--- src/rtl/asci_pkg.sv ---
// constants shared by the asynchronous serial interface
package asci_pkg;
	// register indices; byte address is four times the index
	localparam logic [7:0] RATE_IDX = 8'h10;
	localparam logic [7:0] CSR_IDX  = 8'h11;
	localparam logic [7:0] RXD_IDX  = 8'h12;
	localparam logic [7:0] TXD_IDX  = 8'h13;
	localparam logic [9:0] RATE_ADDR = {RATE_IDX, 2'b00};
	localparam logic [9:0] CSR_ADDR  = {CSR_IDX, 2'b00};
	localparam logic [9:0] RXD_ADDR  = {RXD_IDX, 2'b00};
	localparam logic [9:0] TXD_ADDR  = {TXD_IDX, 2'b00};
	// control/status bit positions
	localparam int WU_BIT   = 0;
	localparam int TE_BIT   = 1;
	localparam int TIE_BIT  = 2;
	localparam int RE_BIT   = 3;
	localparam int RIE_BIT  = 4;
	localparam int TX_EMPTY_FLAG_BIT = 5;
	localparam int OVERRUN_FRAMING_FLAG_BIT = 6;
	localparam int RX_FULL_FLAG_BIT = 7;
	// reset values
	localparam logic [3:0] RATE_RESET = 4'h0;
	localparam logic [7:0] CSR_RESET  = 8'h20;
	// clock control codes
	localparam logic [1:0] CC_BIPHASE = 2'h0;
	localparam logic [1:0] CC_NRZ     = 2'h1;
	localparam logic [1:0] CC_CLKOUT  = 2'h2;
	localparam logic [1:0] CC_EXT     = 2'h3;
	// eighth-bit tick masks on the timer counter: bit time 16/128/1024/4096
	localparam logic [15:0] TICK_MASK0 = 16'h0001;
	localparam logic [15:0] TICK_MASK1 = 16'h000F;
	localparam logic [15:0] TICK_MASK2 = 16'h007F;
	localparam logic [15:0] TICK_MASK3 = 16'h01FF;
	// timer bit whose period equals one bit time, for the clock output
	localparam int CLKOUT_BIT0 = 3;
	localparam int CLKOUT_BIT1 = 6;
	localparam int CLKOUT_BIT2 = 9;
	localparam int CLKOUT_BIT3 = 11;
	// frame and sequence counts
	localparam logic [3:0] PRE_BITS  = 4'h9;
	localparam logic [3:0] IDLE_ONES = 4'hA;
	localparam logic [3:0] TX_BITS   = 4'h9;
	localparam logic [2:0] PH_LAST   = 3'h7;
	localparam logic [2:0] PH_MID    = 3'h3;
	localparam logic [2:0] RX_LAST   = 3'h7;
	typedef enum logic [1:0] {TX_OFF, TX_PRE, TX_RUN} asci_tx_e;
	typedef enum logic [1:0] {RX_IDLE, RX_START, RX_DATA, RX_STOP} asci_rx_e;
endpackage

--- src/rtl/asci_top.sv ---
// asynchronous serial interface with apb register access
//
// The APB interface to the registers is this design's own decision.
`timescale 1ns/100ps
module asci_top import asci_pkg::*; (
	// apb slave
	input  wire logic        pclk,
	input  wire logic        presetn,
	input  wire logic [9:0]  paddr,
	input  wire logic        psel,
	input  wire logic        penable,
	input  wire logic        pwrite,
	input  wire logic [31:0] pwdata,
	input  wire logic [3:0]  pstrb,
	output logic      [31:0] prdata,
	output logic             pready,
	output logic             pslverr,
	// timer free-running counter
	input  wire logic [15:0] timer_count,
	// port 2 direction bits 2..4
	input  wire logic        ddr_wr,
	input  wire logic [2:0]  ddr_wdata,
	output logic      [2:0]  ddr_q,
	// serial pins
	input  wire logic        serial_clock_pin_in,
	output logic             serial_clock_pin_out,
	output logic             serial_clock_pin_oe,
	input  wire logic        serial_rx_pin_in,
	output logic             serial_tx_pin_out,
	output logic             serial_tx_pin_oe,
	// interrupt request
	output logic             internal_irq_line
);
	logic [3:0]  rate_q, rate_d;
	logic [4:0]  ctl_q, ctl_d;
	logic        tx_empty_flag_q, tx_empty_flag_d, overrun_framing_flag_q, overrun_framing_flag_d, rx_full_flag_q, rx_full_flag_d;
	logic [2:0]  seen_q, seen_d;
	logic [7:0]  tdr_q, tdr_d, rdr_q, rdr_d;
	logic [31:0] prdata_q, prdata_d;
	logic [2:0]  ddr_d;
	logic        ext_s1_q, ext_s2_q, ext_s3_q, rx_s1_q, rx_s2_q, clkout_q, clkout_d;
	asci_tx_e    tx_st_q, tx_st_d;
	logic [2:0]  tph_q, tph_d;
	logic [3:0]  pre_q, pre_d, tcnt_q, tcnt_d;
	logic [8:0]  tsh_q, tsh_d;
	logic        tline_q, tline_d, tbit_q, tbit_d, te_prev_q;
	asci_rx_e    rx_st_q, rx_st_d;
	logic [2:0]  rph_q, rph_d, rcnt_q, rcnt_d, iph_q, iph_d;
	logic [7:0]  rsh_q, rsh_d;
	logic [3:0]  ones_q, ones_d;
	logic        tick, acc, wr, rd, hit, tx_load, rx_done, rx_bad, line_idle;
	logic [15:0] tmask;
	logic [1:0]  cc;
	logic        wu, te, tx_irq_enable, re, rx_irq_enable;

	assign cc  = rate_q[3:2];
	assign wu  = ctl_q[WU_BIT];
	assign te  = ctl_q[TE_BIT];
	assign tx_irq_enable = ctl_q[TIE_BIT];
	assign re  = ctl_q[RE_BIT];
	assign rx_irq_enable = ctl_q[RIE_BIT];

	// eighth-bit tick from the timer counter, or from the external clock edge
	always_comb begin
		case (rate_q[1:0])
			2'h0: tmask = TICK_MASK0;
			2'h1: tmask = TICK_MASK1;
			2'h2: tmask = TICK_MASK2;
			default: tmask = TICK_MASK3;
		endcase
		// a cpu write to the timer shifts these ticks
		tick = (cc == CC_EXT) ? (ext_s2_q & ~ext_s3_q)
			: ((timer_count & tmask) == tmask);
		case (rate_q[1:0])
			2'h0: clkout_d = timer_count[CLKOUT_BIT0];
			2'h1: clkout_d = timer_count[CLKOUT_BIT1];
			2'h2: clkout_d = timer_count[CLKOUT_BIT2];
			default: clkout_d = timer_count[CLKOUT_BIT3];
		endcase
	end

	// pin synchronisers, two flops before any logic looks
	always_ff @(posedge pclk or negedge presetn) begin
		if (!presetn) begin
			ext_s1_q <= 1'b0;
			ext_s2_q <= 1'b0;
			ext_s3_q <= 1'b0;
			rx_s1_q  <= 1'b1;
			rx_s2_q  <= 1'b1;
			clkout_q <= 1'b0;
		end else begin
			ext_s1_q <= serial_clock_pin_in;
			ext_s2_q <= ext_s1_q;
			ext_s3_q <= ext_s2_q;
			rx_s1_q  <= serial_rx_pin_in;
			rx_s2_q  <= rx_s1_q;
			clkout_q <= clkout_d;
		end
	end

	// apb decode; zero-wait, read data latched in the setup cycle
	assign acc    = psel & penable;
	assign wr     = acc & pwrite & pstrb[0];
	assign rd     = acc & ~pwrite;
	assign hit    = (paddr == RATE_ADDR) | (paddr == CSR_ADDR)
		| (paddr == RXD_ADDR) | (paddr == TXD_ADDR);
	assign pready = 1'b1;
	assign pslverr = acc & ~hit; // unmapped answers with an error
	assign prdata = prdata_q;

	always_comb begin
		prdata_d = prdata_q;
		if (psel & ~penable) begin
			case (paddr)
				CSR_ADDR: prdata_d = {24'h000000, rx_full_flag_q, overrun_framing_flag_q, tx_empty_flag_q, ctl_q};
				RXD_ADDR: prdata_d = {24'h000000, rdr_q};
				default:  prdata_d = 32'h00000000; // rate and tx data are write-only
			endcase
		end
	end

	// direction bits, locked while the owning enable holds them
	always_comb begin
		ddr_d = ddr_wr ? ddr_wdata : ddr_q;
		if (cc[1])
			ddr_d[0] = ~cc[0];
		if (re)
			ddr_d[1] = 1'b0;
		if (te)
			ddr_d[2] = 1'b1;
	end

	// pin drive; port data outside this block is not modelled
	always_comb begin
		serial_clock_pin_oe  = ddr_q[0];
		serial_clock_pin_out = (cc == CC_CLKOUT) & clkout_q;
		serial_tx_pin_oe     = ddr_q[2];
		serial_tx_pin_out    = te ? tline_q : 1'b1;
		internal_irq_line    = (tx_irq_enable & tx_empty_flag_q) | (rx_irq_enable & (rx_full_flag_q | overrun_framing_flag_q));
	end

	// transmitter: preamble, idle ones, framed bytes
	always_comb begin
		logic bstart, bmid, b;
		bstart  = tick & (tph_q == PH_LAST);
		bmid    = tick & (tph_q == PH_MID);
		b       = 1'b1;
		tx_load = 1'b0;
		tx_st_d = tx_st_q;
		tph_d   = tick ? tph_q + 3'h1 : tph_q;
		pre_d   = pre_q;
		tcnt_d  = tcnt_q;
		tsh_d   = tsh_q;
		tline_d = tline_q;
		tbit_d  = tbit_q;
		case (tx_st_q)
			TX_OFF: begin
				tph_d   = 3'h0;
				tline_d = 1'b1;
				if (te & ~te_prev_q) begin
					tx_st_d = TX_PRE;
					pre_d   = PRE_BITS;
				end
			end
			TX_PRE: begin
				if (bstart) begin
					pre_d = pre_q - 4'h1;
					if (pre_q == 4'h1) begin
						tx_st_d = TX_RUN;
						tcnt_d  = 4'h0;
					end
				end
			end
			TX_RUN: begin
				if (bstart) begin
					if (tcnt_q != 4'h0) begin
						b      = tsh_q[0];
						tsh_d  = {1'b1, tsh_q[8:1]};
						tcnt_d = tcnt_q - 4'h1;
					end else if (!tx_empty_flag_q) begin
						tx_load = 1'b1;
						b       = 1'b0;
						tsh_d   = {1'b1, tdr_q};
						tcnt_d  = TX_BITS;
					end
				end
			end
			default: tx_st_d = TX_OFF;
		endcase
		if (tx_st_q != TX_OFF & bstart) begin
			tbit_d  = b;
			tline_d = (cc == CC_BIPHASE) ? ~tline_q : b;
		end
		if (tx_st_q != TX_OFF & bmid & (cc == CC_BIPHASE) & tbit_q)
			tline_d = ~tline_q;
		if (!te)
			tx_st_d = TX_OFF;
	end

	// receiver: eight samples a bit, start on a low, mid-bit sampling
	always_comb begin
		rx_done = 1'b0;
		rx_bad  = 1'b0;
		rx_st_d = rx_st_q;
		rph_d   = tick ? rph_q + 3'h1 : rph_q;
		rcnt_d  = rcnt_q;
		rsh_d   = rsh_q;
		iph_d   = tick ? iph_q + 3'h1 : iph_q;
		ones_d  = ones_q;
		if (tick & (iph_q == PH_LAST))
			ones_d = !rx_s2_q ? 4'h0 : (ones_q == IDLE_ONES) ? ones_q : ones_q + 4'h1;
		case (rx_st_q)
			RX_IDLE: begin
				if (tick & ~rx_s2_q) begin
					rx_st_d = RX_START;
					rph_d   = 3'h0;
				end
			end
			RX_START: begin
				if (tick & (rph_q == PH_MID)) begin
					rph_d   = 3'h0;
					rcnt_d  = 3'h0;
					rx_st_d = rx_s2_q ? RX_IDLE : RX_DATA; // glitch rejected
				end
			end
			RX_DATA: begin
				if (tick & (rph_q == PH_LAST)) begin
					rsh_d  = {rx_s2_q, rsh_q[7:1]};
					rcnt_d = rcnt_q + 3'h1;
					if (rcnt_q == RX_LAST)
						rx_st_d = RX_STOP;
				end
			end
			RX_STOP: begin
				if (tick & (rph_q == PH_LAST)) begin
					rx_done = 1'b1;
					rx_bad  = ~rx_s2_q;
					rx_st_d = RX_IDLE;
				end
			end
			default: rx_st_d = RX_IDLE;
		endcase
		if (!re) begin
			rx_st_d = RX_IDLE;
			iph_d   = 3'h0;
			ones_d  = 4'h0;
		end
	end
	assign line_idle = (ones_q == IDLE_ONES);

	// registers and flags; hardware sets win over software clears
	always_comb begin
		logic csr_rd, rxd_rd, blocked;
		csr_rd  = rd & (paddr == CSR_ADDR);
		rxd_rd  = rd & (paddr == RXD_ADDR);
		blocked = overrun_framing_flag_q & ~rx_full_flag_q; // framing error pending
		rate_d  = rate_q;
		ctl_d   = ctl_q;
		tx_empty_flag_d  = tx_empty_flag_q;
		overrun_framing_flag_d  = overrun_framing_flag_q;
		rx_full_flag_d  = rx_full_flag_q;
		seen_d  = seen_q;
		tdr_d   = tdr_q;
		rdr_d   = rdr_q;
		if (wr & (paddr == RATE_ADDR))
			rate_d = pwdata[3:0];
		if (wr & (paddr == CSR_ADDR)) begin
			ctl_d[4:1] = pwdata[4:1];
			ctl_d[WU_BIT] = pwdata[WU_BIT] & ~line_idle;
		end
		if (line_idle)
			ctl_d[WU_BIT] = 1'b0;
		if (csr_rd)
			seen_d = prdata_q[7:5];
		if (wr & (paddr == TXD_ADDR)) begin
			tdr_d = pwdata[7:0];
			if (seen_q[0]) begin
				tx_empty_flag_d    = 1'b0;
				seen_d[0] = 1'b0;
			end
		end
		if (rxd_rd) begin
			if (seen_q[1])
				overrun_framing_flag_d = 1'b0;
			if (seen_q[2])
				rx_full_flag_d = 1'b0;
			seen_d[2:1] = 2'h0;
		end
		if (tx_load)
			tx_empty_flag_d = 1'b1;
		if (rx_done & ~wu) begin
			if (rx_full_flag_q)
				overrun_framing_flag_d = 1'b1;
			else if (!blocked) begin
				rdr_d = rsh_q;
				if (rx_bad)
					overrun_framing_flag_d = 1'b1;
				else
					rx_full_flag_d = 1'b1;
			end
		end
	end

	// state registers
	always_ff @(posedge pclk or negedge presetn) begin
		if (!presetn) begin
			rate_q    <= RATE_RESET;
			ctl_q     <= CSR_RESET[4:0];
			tx_empty_flag_q    <= CSR_RESET[TX_EMPTY_FLAG_BIT];
			overrun_framing_flag_q    <= CSR_RESET[OVERRUN_FRAMING_FLAG_BIT];
			rx_full_flag_q    <= CSR_RESET[RX_FULL_FLAG_BIT];
			seen_q    <= 3'h0;
			tdr_q     <= 8'h00;
			rdr_q     <= 8'h00;
			prdata_q  <= 32'h00000000;
			ddr_q     <= 3'h0;
			tx_st_q   <= TX_OFF;
			tph_q     <= 3'h0;
			pre_q     <= 4'h0;
			tcnt_q    <= 4'h0;
			tsh_q     <= 9'h1FF;
			tline_q   <= 1'b1;
			tbit_q    <= 1'b1;
			te_prev_q <= 1'b0;
			rx_st_q   <= RX_IDLE;
			rph_q     <= 3'h0;
			rcnt_q    <= 3'h0;
			rsh_q     <= 8'h00;
			iph_q     <= 3'h0;
			ones_q    <= 4'h0;
		end else begin
			rate_q    <= rate_d;
			ctl_q     <= ctl_d;
			tx_empty_flag_q    <= tx_empty_flag_d;
			overrun_framing_flag_q    <= overrun_framing_flag_d;
			rx_full_flag_q    <= rx_full_flag_d;
			seen_q    <= seen_d;
			tdr_q     <= tdr_d;
			rdr_q     <= rdr_d;
			prdata_q  <= prdata_d;
			ddr_q     <= ddr_d;
			tx_st_q   <= tx_st_d;
			tph_q     <= tph_d;
			pre_q     <= pre_d;
			tcnt_q    <= tcnt_d;
			tsh_q     <= tsh_d;
			tline_q   <= tline_d;
			tbit_q    <= tbit_d;
			te_prev_q <= te;
			rx_st_q   <= rx_st_d;
			rph_q     <= rph_d;
			rcnt_q    <= rcnt_d;
			rsh_q     <= rsh_d;
			iph_q     <= iph_d;
			ones_q    <= ones_d;
		end
	end
endmodule // asci_top

--- config.mk ---
export PLATFORM = sky130hd
export DESIGN_NAME = asci_top
export DESIGN_NICKNAME = d
export VERILOG_FILES = /design/src/rtl/asci_pkg.sv /design/src/rtl/asci_top.sv
export SDC_FILE = /design/constraint.sdc
export NUM_CORES = 1
export LEC_CHECK = 0
export CAP_MARGIN = 10
export CORE_MARGIN = 10
export CORE_UTILIZATION = 47
export CTS_CLUSTER_SIZE = 8
export DETAILED_ROUTE_END_ITERATION = 12
export DONT_BUFFER_PORTS = 1
export PLACE_DENSITY = 0.73
export SYNTH_ARGS = -nofsm -noshare
export SYNTH_HDL_FRONTEND = slang
export SYNTH_SLANG_ARGS = --single-unit
--- constraint.sdc ---
create_clock -name pclk -period 5 [get_ports pclk]
set_input_delay 1 -clock pclk [delete_from_list [all_inputs] [get_ports pclk]]
set_output_delay 1 -clock pclk [all_outputs]
set_load 0.03 [all_outputs]
# Yosys cells after proc, flatten, opt, wreduce, memory -nomap -nowiden
# Index checks and enable logic that the tools add are counted.
dict set report totals {
  mem_count 0
  in_bits 73
  out_inout_bits 42
  romBits 0
  word_cells 243
  ff_bits 120
  mem_bits_rw 0
  latch_bits 0
}
dict set report op_classes {
  order_cmp 0
  mux 85
  shift 0
  div 0
  reduce_logical 28
  bitwise 47
  eq_ne 42
  mul 0
  add_sub_neg 7
}
# operator count
set op_table {}
lappend op_table {{two-way mux 4 bit} 11}
lappend op_table {{== test 10 x 7 -> 1 bit (second input constant)} 4}
lappend op_table {{two-way mux 1 bit} 40}
lappend op_table {{two-way mux 3 bit} 11}
lappend op_table {{!= test 3 bit (second input constant)} 10}
lappend op_table {{AND 1 bit} 29}
lappend op_table {{case mux 9 bit (3 select lines)} 1}
lappend op_table {{two-way mux 2 bit} 12}
lappend op_table {{nonzero test 2 bit} 12}
lappend op_table {{two-way mux 9 bit} 2}
lappend op_table {{AND 16 bit} 1}
lappend op_table {{== test 16 bit} 1}
lappend op_table {{case mux 4 bit (2 select lines)} 2}
lappend op_table {{case mux 8 bit (2 select lines)} 1}
lappend op_table {{!= test 2 bit (second input constant)} 7}
lappend op_table {{adder 3 x 1 -> 3 bit (second input constant)} 4}
lappend op_table {{== test 2 bit (second input constant)} 6}
lappend op_table {{== test 3 bit (second input constant)} 4}
lappend op_table {{NOT 1 bit} 12}
lappend op_table {{case mux 3 bit (2 select lines)} 2}
lappend op_table {{AND reduction 3 bit} 4}
lappend op_table {{AND reduction 5 bit} 2}
lappend op_table {{zero test 2 bit} 4}
lappend op_table {{case mux 2 bit (4 select lines)} 1}
lappend op_table {{14 further kinds} 26}

# Depth between registers and ports, before layout
# Gate-level depths: netlist of run 1.
dict set report depth {
  depth_word 12
  mapped_depth 7
  mapped_depth_nobuf 7
}

# Least setup slack after synthesis of run 1
# No wires, ideal clock.
dict set report synth_path {
  path_kind {input -> output}
  start {in paddr[1]}
  end {out pslverr}
  required_time_ps 4000
  arrival_ps 1977
  n_path_buf 0
  setup_slack_ps 2023
  stages 3
  cell_sequence {or4_1 > nor2_1 > nor2_1}
}
dict set report synth_between {
  elab_chain_cells 6
  word_cells_on_any_way 9
  cone_classes {4 x eq/ne; 5 x bitwise}
}
# item line_no
set synth_rtl {}
lappend synth_rtl {{start, declared} asci_top.sv:9} ;# input wire logic [9:0] paddr,
lappend synth_rtl {{== test 10 x 7 -> 1 bit} asci_top.sv:105} ;# assign hit = (paddr == RATE_ADDR) | (paddr == CSR_ADDR)
lappend synth_rtl {{bitwise OR 1 bit} asci_top.sv:105}
lappend synth_rtl {{bitwise OR 1 bit} asci_top.sv:106} ;# | (paddr == RXD_ADDR) | (paddr == TXD_ADDR);
lappend synth_rtl {{bitwise OR 1 bit *} asci_top.sv:106}
lappend synth_rtl {{NOT 1 bit *} asci_top.sv:108} ;# assign pslverr = acc & ~hit;
lappend synth_rtl {{AND 1 bit *} asci_top.sv:108}
lappend synth_rtl {{end, declared} asci_top.sv:17} ;# output logic pslverr,
# Mark *: on every way between the ends. The rest lies on a longest branch, timed or not.

# Worst setup path after layout of run 1
# Ends and elaborated chain as after synthesis.

==> reports/qor.csv, run 1 <==
metric,value,unit
status,"complete, no violations",
# IOs,115,
top_reg_cell synth,dfrtp_1,
core region area,0.0102,mm²
max_cap viols,0,
initial antenna violation count,0,
Slew HR,0.336,
hpwl dp,7350,µm
synth top area cells,"dfrtp_1 (42%), mux2_2 (9.4%), dfstp_2 (7.0%)",
slowest cell on the critical path,or4_1,
global-route wire length before repair,16400,µm
Tmin final,3170,ps
"flops & latches, synth",95,
gr usage total,0.137,
WP data required,4000,ps
setup bufs post-CTS,0,
Antenna diodes,0,
H-tree Lvls,3,
CP dominant cell by count,nor2_1,
drt drc,0,
Routed WL,10000,µm
cell area after layout,0.00511,mm²
slowest cell delay on critical path,600,ps
Post-Synth XOR/XNOR Area,0.00357,
Yosys top cell by area,dfrtp_1,
hold crit path type,in2async,
Area Growth Syn to Fin,4.00,%
Least-Margin Pin Slew,994,ps
"Hold Violations, Final",0,
Synth Area in Simple Gates,0.139,
layout cell share with drive strength beyond 1,0.206,
crit end category,primary output,
largest family of logic cells by synthesized area,multiplexers,
Resized cells post-CTS,0,
Final Cycle Share,0.634,
number of CTS-inserted buffers,9,
Root Driver,clkbuf_8,
vias in the first global route,3166,
Cell Pwr Density,272,mW/mm²
Die Wd,122,µm
Post-DP Area,0.00491,mm²
clk_skew,11.1,ps
Post-Synth Adder-Cell Area,0.0510,
Post-Synthesis Cells,441,
FF-to-FF Start,rate_q[0],
CTS Sinks,95,
sequential fraction of the synthesis area,0.487,
largest fanout on the critical path,4,
post-layout util,0.499,
Max Clock Freq,0.315,GHz
synthesized area,0.00491,mm²
Worst R2R Setup Slack,2550,ps
critical register-to-register path endpoint,rdr_q[1],
WS Path Type,in2out,
"Hold-fix buffers, CTS",0,
Die ar.,0.0149,mm²
Worst-path clk slew,90,ps
final setup fails,0,
Setup crit start kind,input pin,
Post-Route Setup TNS,0,ps
gpl congestion,0.874,
final global-route overflow total,0,
Synth warnings,0,
Post-synth EDFFs,0,
Initial Util,0.480,
Vias per Instance,5.47,
Syn Area/Cell,11.1,µm²
largest net degree at the start of global routing,96,
PortBufs,0,
die height,122,µm
Slew Limit Fails,0,
Worst IR Drop VDD,0.205,mV
1st-iter DRT viols,187,
Inst Count DP,561,
"Critical Path, Cell by Cell",or4_1 -> nor2_1 -> nor2_1,
drt wl/cell,17.4,µm
Worst-Skew Late Latency,370,ps
most numerous cell in the Yosys netlist,dfrtp_1,
most instantiated cells after synthesis,"dfrtp_1 (82), mux2_2 (41), nor2_1 (30)",
antenna-violating nets left,0,
via count,3155,
Tot Pwr,1390,µW
post-synth top area share,0.418,
DRT Pass-1 Iters,4,
CTS tree,built,
post-synthesis async set-or-reset flop share,1.00,
Clock Tree Buf Depth,2,
R2R depth,5,
synth unique cells,58,
Cell Rows,37,
Non-Filler Instances,577,
CP arrival,2170,ps
unrepaired setup endpoints after global routing,false,
Leak Pwr,0.00238,µW
NumNets Final,529,
post-synthesis compound-gate area fraction,0.103,
multiplexer share of the synthesized area,0.143,
## worst max-delay path, delay by kind of cell
family	cells	cell delay, ps
AND/OR/NAND/NOR	3	1170
## cell type report
cell class	count	area, µm²
tap	136	170
inverter	20	75.1
clock inverter	6	60.1
multi-input combinational	308	2260
sequential	95	2390
fill	896	5120
clock buffer	10	138
timing repair buffer	2	15.0
## where the power goes
| group | internal [µW] | total (µW) | leakage (µW) | switching, µW |
|---|---|---|---|---|
| Combinational | 17.3 | 65.7 | 0.00106 | 48.5 |
| Sequential | 785 | 823 | 0.00122 | 37.7 |
| Clock | 208 | 502 | 0.000101 | 294 |
| Total | 1010 | 1390 | 0.00238 | 381 |
## layer usage
layer / vias to the layer above / global-route usage / routed length [µm]
li1: 1501 / - / -
met4: 0 / 0.0383 / 172
met1: 1545 / 0.172 / 4180
met2: 95 / 0.220 / 4870
met5: - / 0 / 0
met3: 14 / 0.0496 / 800
## state kept, by name, indices dropped and copies added (netlist names), 4 cells and up
register	count
tdr_q	8
ctl_q	5
rdr_q	8
tcnt_q	4
rsh_q	8
prdata	8
pre_q	4
rate_q	4
tsh_q	8
ones_q	4
## per-stage QoR
stage | hold WS, ps | worst slack [ps]
floorplan | 331 | 2020
global placement | 344 | 1810
global route | 288 | 1760
CTS | 291 | 1800
finish | 317 | 1830
detailed placement | 343 | 1780
## layout by cell type, fill, tap and decap left out, drive strengths merged, types with 3 or more instances in the layout
cell and instances:
nand2b 3, nor2 30, dfstp 13, a31oi 5
or3 4, a21o 3, nand3 16, dfrtp 82
ha 20, a22oi 8, o21ai 22, clkbuf 10
or4 5, nor2b 7, mux2i 11, nand3b 3
a21oi 23, nor4 3, nor3 8, nand2 28
and3b 3, nand4 5, inv 25, mux2 48
conb 25
## worst max path at each step
stage               startpoint       to  slack, ps
finish                paddr[1]  pslverr       1830
global route          paddr[1]  pslverr       1760
CTS                   paddr[1]  pslverr       1800
detailed placement    paddr[1]  pslverr       1780
global placement      paddr[1]  pslverr       1810
floorplan             paddr[1]  pslverr       2020
## kinds of logic after synthesis
kind of cell / after synthesis
fa+ha+maj: 20
other cells: 2
compound gates: 76
simple gates: 125
xor+xnor: 2
flops: 95
buf+inv: 61
mux: 60
No activity file was read; power rests on OpenSTA's default activity.
==> run 2: changes to the inputs <==
ABC_AREA = 1   (was default)
PLACE_DENSITY = 0.75   (was 0.73)
clock period = 2.6 ns   (was 5 ns; I/O delays follow)
==> reports/qor.csv, run 2 <==
metric,value,unit,change
status,finished with violations,,
failing checks,hold timing,,
Post-Route Setup TNS,0,ps,unchanged
Slew Limit Fails,0,,unchanged
Worst IR Drop VDD,0.473,mV,+130%
FF-to-FF Start,rate_q[1],,
Antenna diodes,0,,unchanged
post-synthesis async set-or-reset flop share,1.00,,unchanged
slowest cell on the critical path,dfrtp_1,,
Tmin final,2150,ps,
H-tree Lvls,3,,unchanged
gpl congestion,0.850,,-2.7%
Die Wd,122,µm,-0.26%
largest net degree at the start of global routing,96,,unchanged
"flops & latches, synth",95,,unchanged
drt drc,0,,unchanged
NumNets Final,661,,+25%
Synth warnings,0,,unchanged
Cell Rows,37,,unchanged
setup bufs post-CTS,0,,unchanged
DRT Pass-1 Iters,4,,unchanged
Leak Pwr,0.00246,µW,+3.5%
synthesized area,0.00488,mm²,-0.61%
Setup WS post-layout,454,ps,-1380 ps
Yosys top cell by area,dfrtp_1,,
CTS tree,built,,
Clock Tree Buf Depth,2,,unchanged
"Hold Violations, Final",82,,+82
crit end category,primary output,,
synth top area cells,"dfrtp_1 (42%), nand2_1 (8.8%), dfstp_2 (7.0%)",,
Least-Margin Pin Slew,806,ps,-189 ps
1st-iter DRT viols,181,,-3.2%
"CP delay by family, top",simple AND/OR/NAND/NOR gates,,
drt wl/cell,13.7,µm,-21%
final setup fails,0,,unchanged
Worst-Skew Late Latency,370,ps,about the same
top_reg_cell synth,dfrtp_1,,
max_cap viols,0,,unchanged
Worst Path Buf+Inv,1,,+1
Inst Count DP,693,,+24%
die height,122,µm,-0.26%
WS Path Type,reg2out,,
core region area,0.0102,mm²,unchanged
Root Driver,clkbuf_8,,
# IOs,115,,unchanged
most instantiated cells after synthesis,"nand2_1 (115), dfrtp_1 (82), inv_1 (67)",,
Post-Synthesis Cells,568,,+29%
Synth Area in Simple Gates,0.223,,+0.0831
worst hold margin,-159,ps,-476 ps
via count,3539,,+12%
PortBufs,0,,unchanged
Vias per Instance,4.99,,-8.7%
Post-synth EDFFs,0,,unchanged
hpwl dp,7270,µm,-1.1%
largest family of logic cells by synthesized area,simple AND/OR/NAND/NOR gates,,
final global-route overflow total,0,,unchanged
gr usage total,0.132,,-0.00546
synth unique cells,39,,-33%
largest fanout on the critical path,6,,+2
Post-Synth XOR/XNOR Area,0.00538,,+0.00182
most frequent cells in the layout,"nand2_1 (115), dfrtp_1 (82), inv_1 (67), o21ai_0 (55), nor2_1 (51)",,
global-route wire length before repair,15900,µm,-3.1%
Final Cycle Share,0.826,,
Routed WL,9720,µm,-3.1%
Cell Pwr Density,671,mW/mm²,+150%
"Critical Path, Cell by Cell",inv_1 -> or2_2 -> nor2_1,,
"commonest non-fill, non-tap cell in the layout",nand2_1,,
post-layout util,0.500,,+0.00110
clk_skew,11.3,ps,+0.268 ps
CP arrival,1630,ps,-540 ps
CP Launch Point,rate_q[3],,
unrepaired setup endpoints after global routing,false,,
WP data required,2080,ps,-1920 ps
Non-Filler Instances,709,,+23%
most numerous cell in the Yosys netlist,nand2_1,,
Resized cells post-CTS,0,,unchanged
initial antenna violation count,0,,unchanged
Initial Util,0.477,,-0.00294
multiplexer share of the synthesized area,0.00205,,-0.141
Place WS,534,ps,-1250 ps
Setup crit start kind,register,,
hold crit path type,in2async,,
antenna-violating nets left,0,,unchanged
Die ar.,0.0149,mm²,-0.51%
Max Clock Freq,0.466,GHz,
post-synthesis compound-gate area fraction,0.114,,+0.0111
post-synth top area share,0.420,,+0.00257
number of CTS-inserted buffers,9,,unchanged
sequential fraction of the synthesis area,0.490,,+0.00300
CTS Sinks,95,,unchanged
Area Growth Syn to Fin,4.87,%,
Slew HR,0.471,,+0.135
Worst-path clk slew,90,ps,about the same
Syn Area/Cell,8.59,µm²,-23%
Post-Synth Adder-Cell Area,0.0513,,+0.000313
layout cell share with drive strength beyond 1,0.103,,-0.103
slowest cell delay on critical path,470,ps,-130 ps
vias in the first global route,3440,,+8.7%
-- run 2: cells by family (layout without fill, tap and decap cells) --
group / Yosys count / count (layout)
XOR/XNOR: 3 / 3
flip-flops: 95 / 95
multiplexers: 1 / 1
adder cells (fa/ha/maj): 20 / 20
buffers and inverters: 110 / 92
other: 2 / 25
AND/OR/NAND/NOR: 237 / 237
AO/OA/AOI/OAI: 100 / 100
-- run 2: report_power, final --
part           internal (µW)  switching (µW)  total (µW)
sequential              1600             128        1730
clock                    570             503        1070
combinational            219             412         631
-- run 2: per-stage QoR --
step,cell area [µm²],total power (µW)
floorplan,4970,2290
global placement,4900,2340
detailed placement,4900,2390
CTS,5120,3480
global route,5120,3640
finish,5120,3440
-- run 2: path summary, 6_finish.rpt --
path / cells past startpoint / to / slack (ps)
hold / removal: 0 / tcnt_q[2] / -160
setup reg to reg: 10 / rph_q[1] / 530
setup / recovery: 3 / serial_clock_pin_out / 450
min in group pclk: 0 / rx_s1_q / 140
hold reg to reg: 0 / ext_s2_q / 360
max in group asynchronous: 0 / tline_q / 2550
-- run 2: final cells by class --
| type | instances | area [µm²] |
|---|---|---|
| clock buffer | 11 | 141 |
| clock inverter | 5 | 81.3 |
| fill | 930 | 5110 |
| inverter | 70 | 263 |
| multi-input combinational | 386 | 2020 |
| sequential | 95 | 2390 |
| tap | 136 | 170 |
| timing repair buffer | 6 | 45.0 |
-- run 2: routing by layer --
layer / global-route usage / vias to the layer above / wire length (µm)
met2: 0.235 / 47 / 5250
met5: 0 / - / 0
met3: 0.0361 / 13 / 444
li1: - / 1793 / -
met1: 0.147 / 1686 / 3880
met4: 0.0499 / 0 / 146
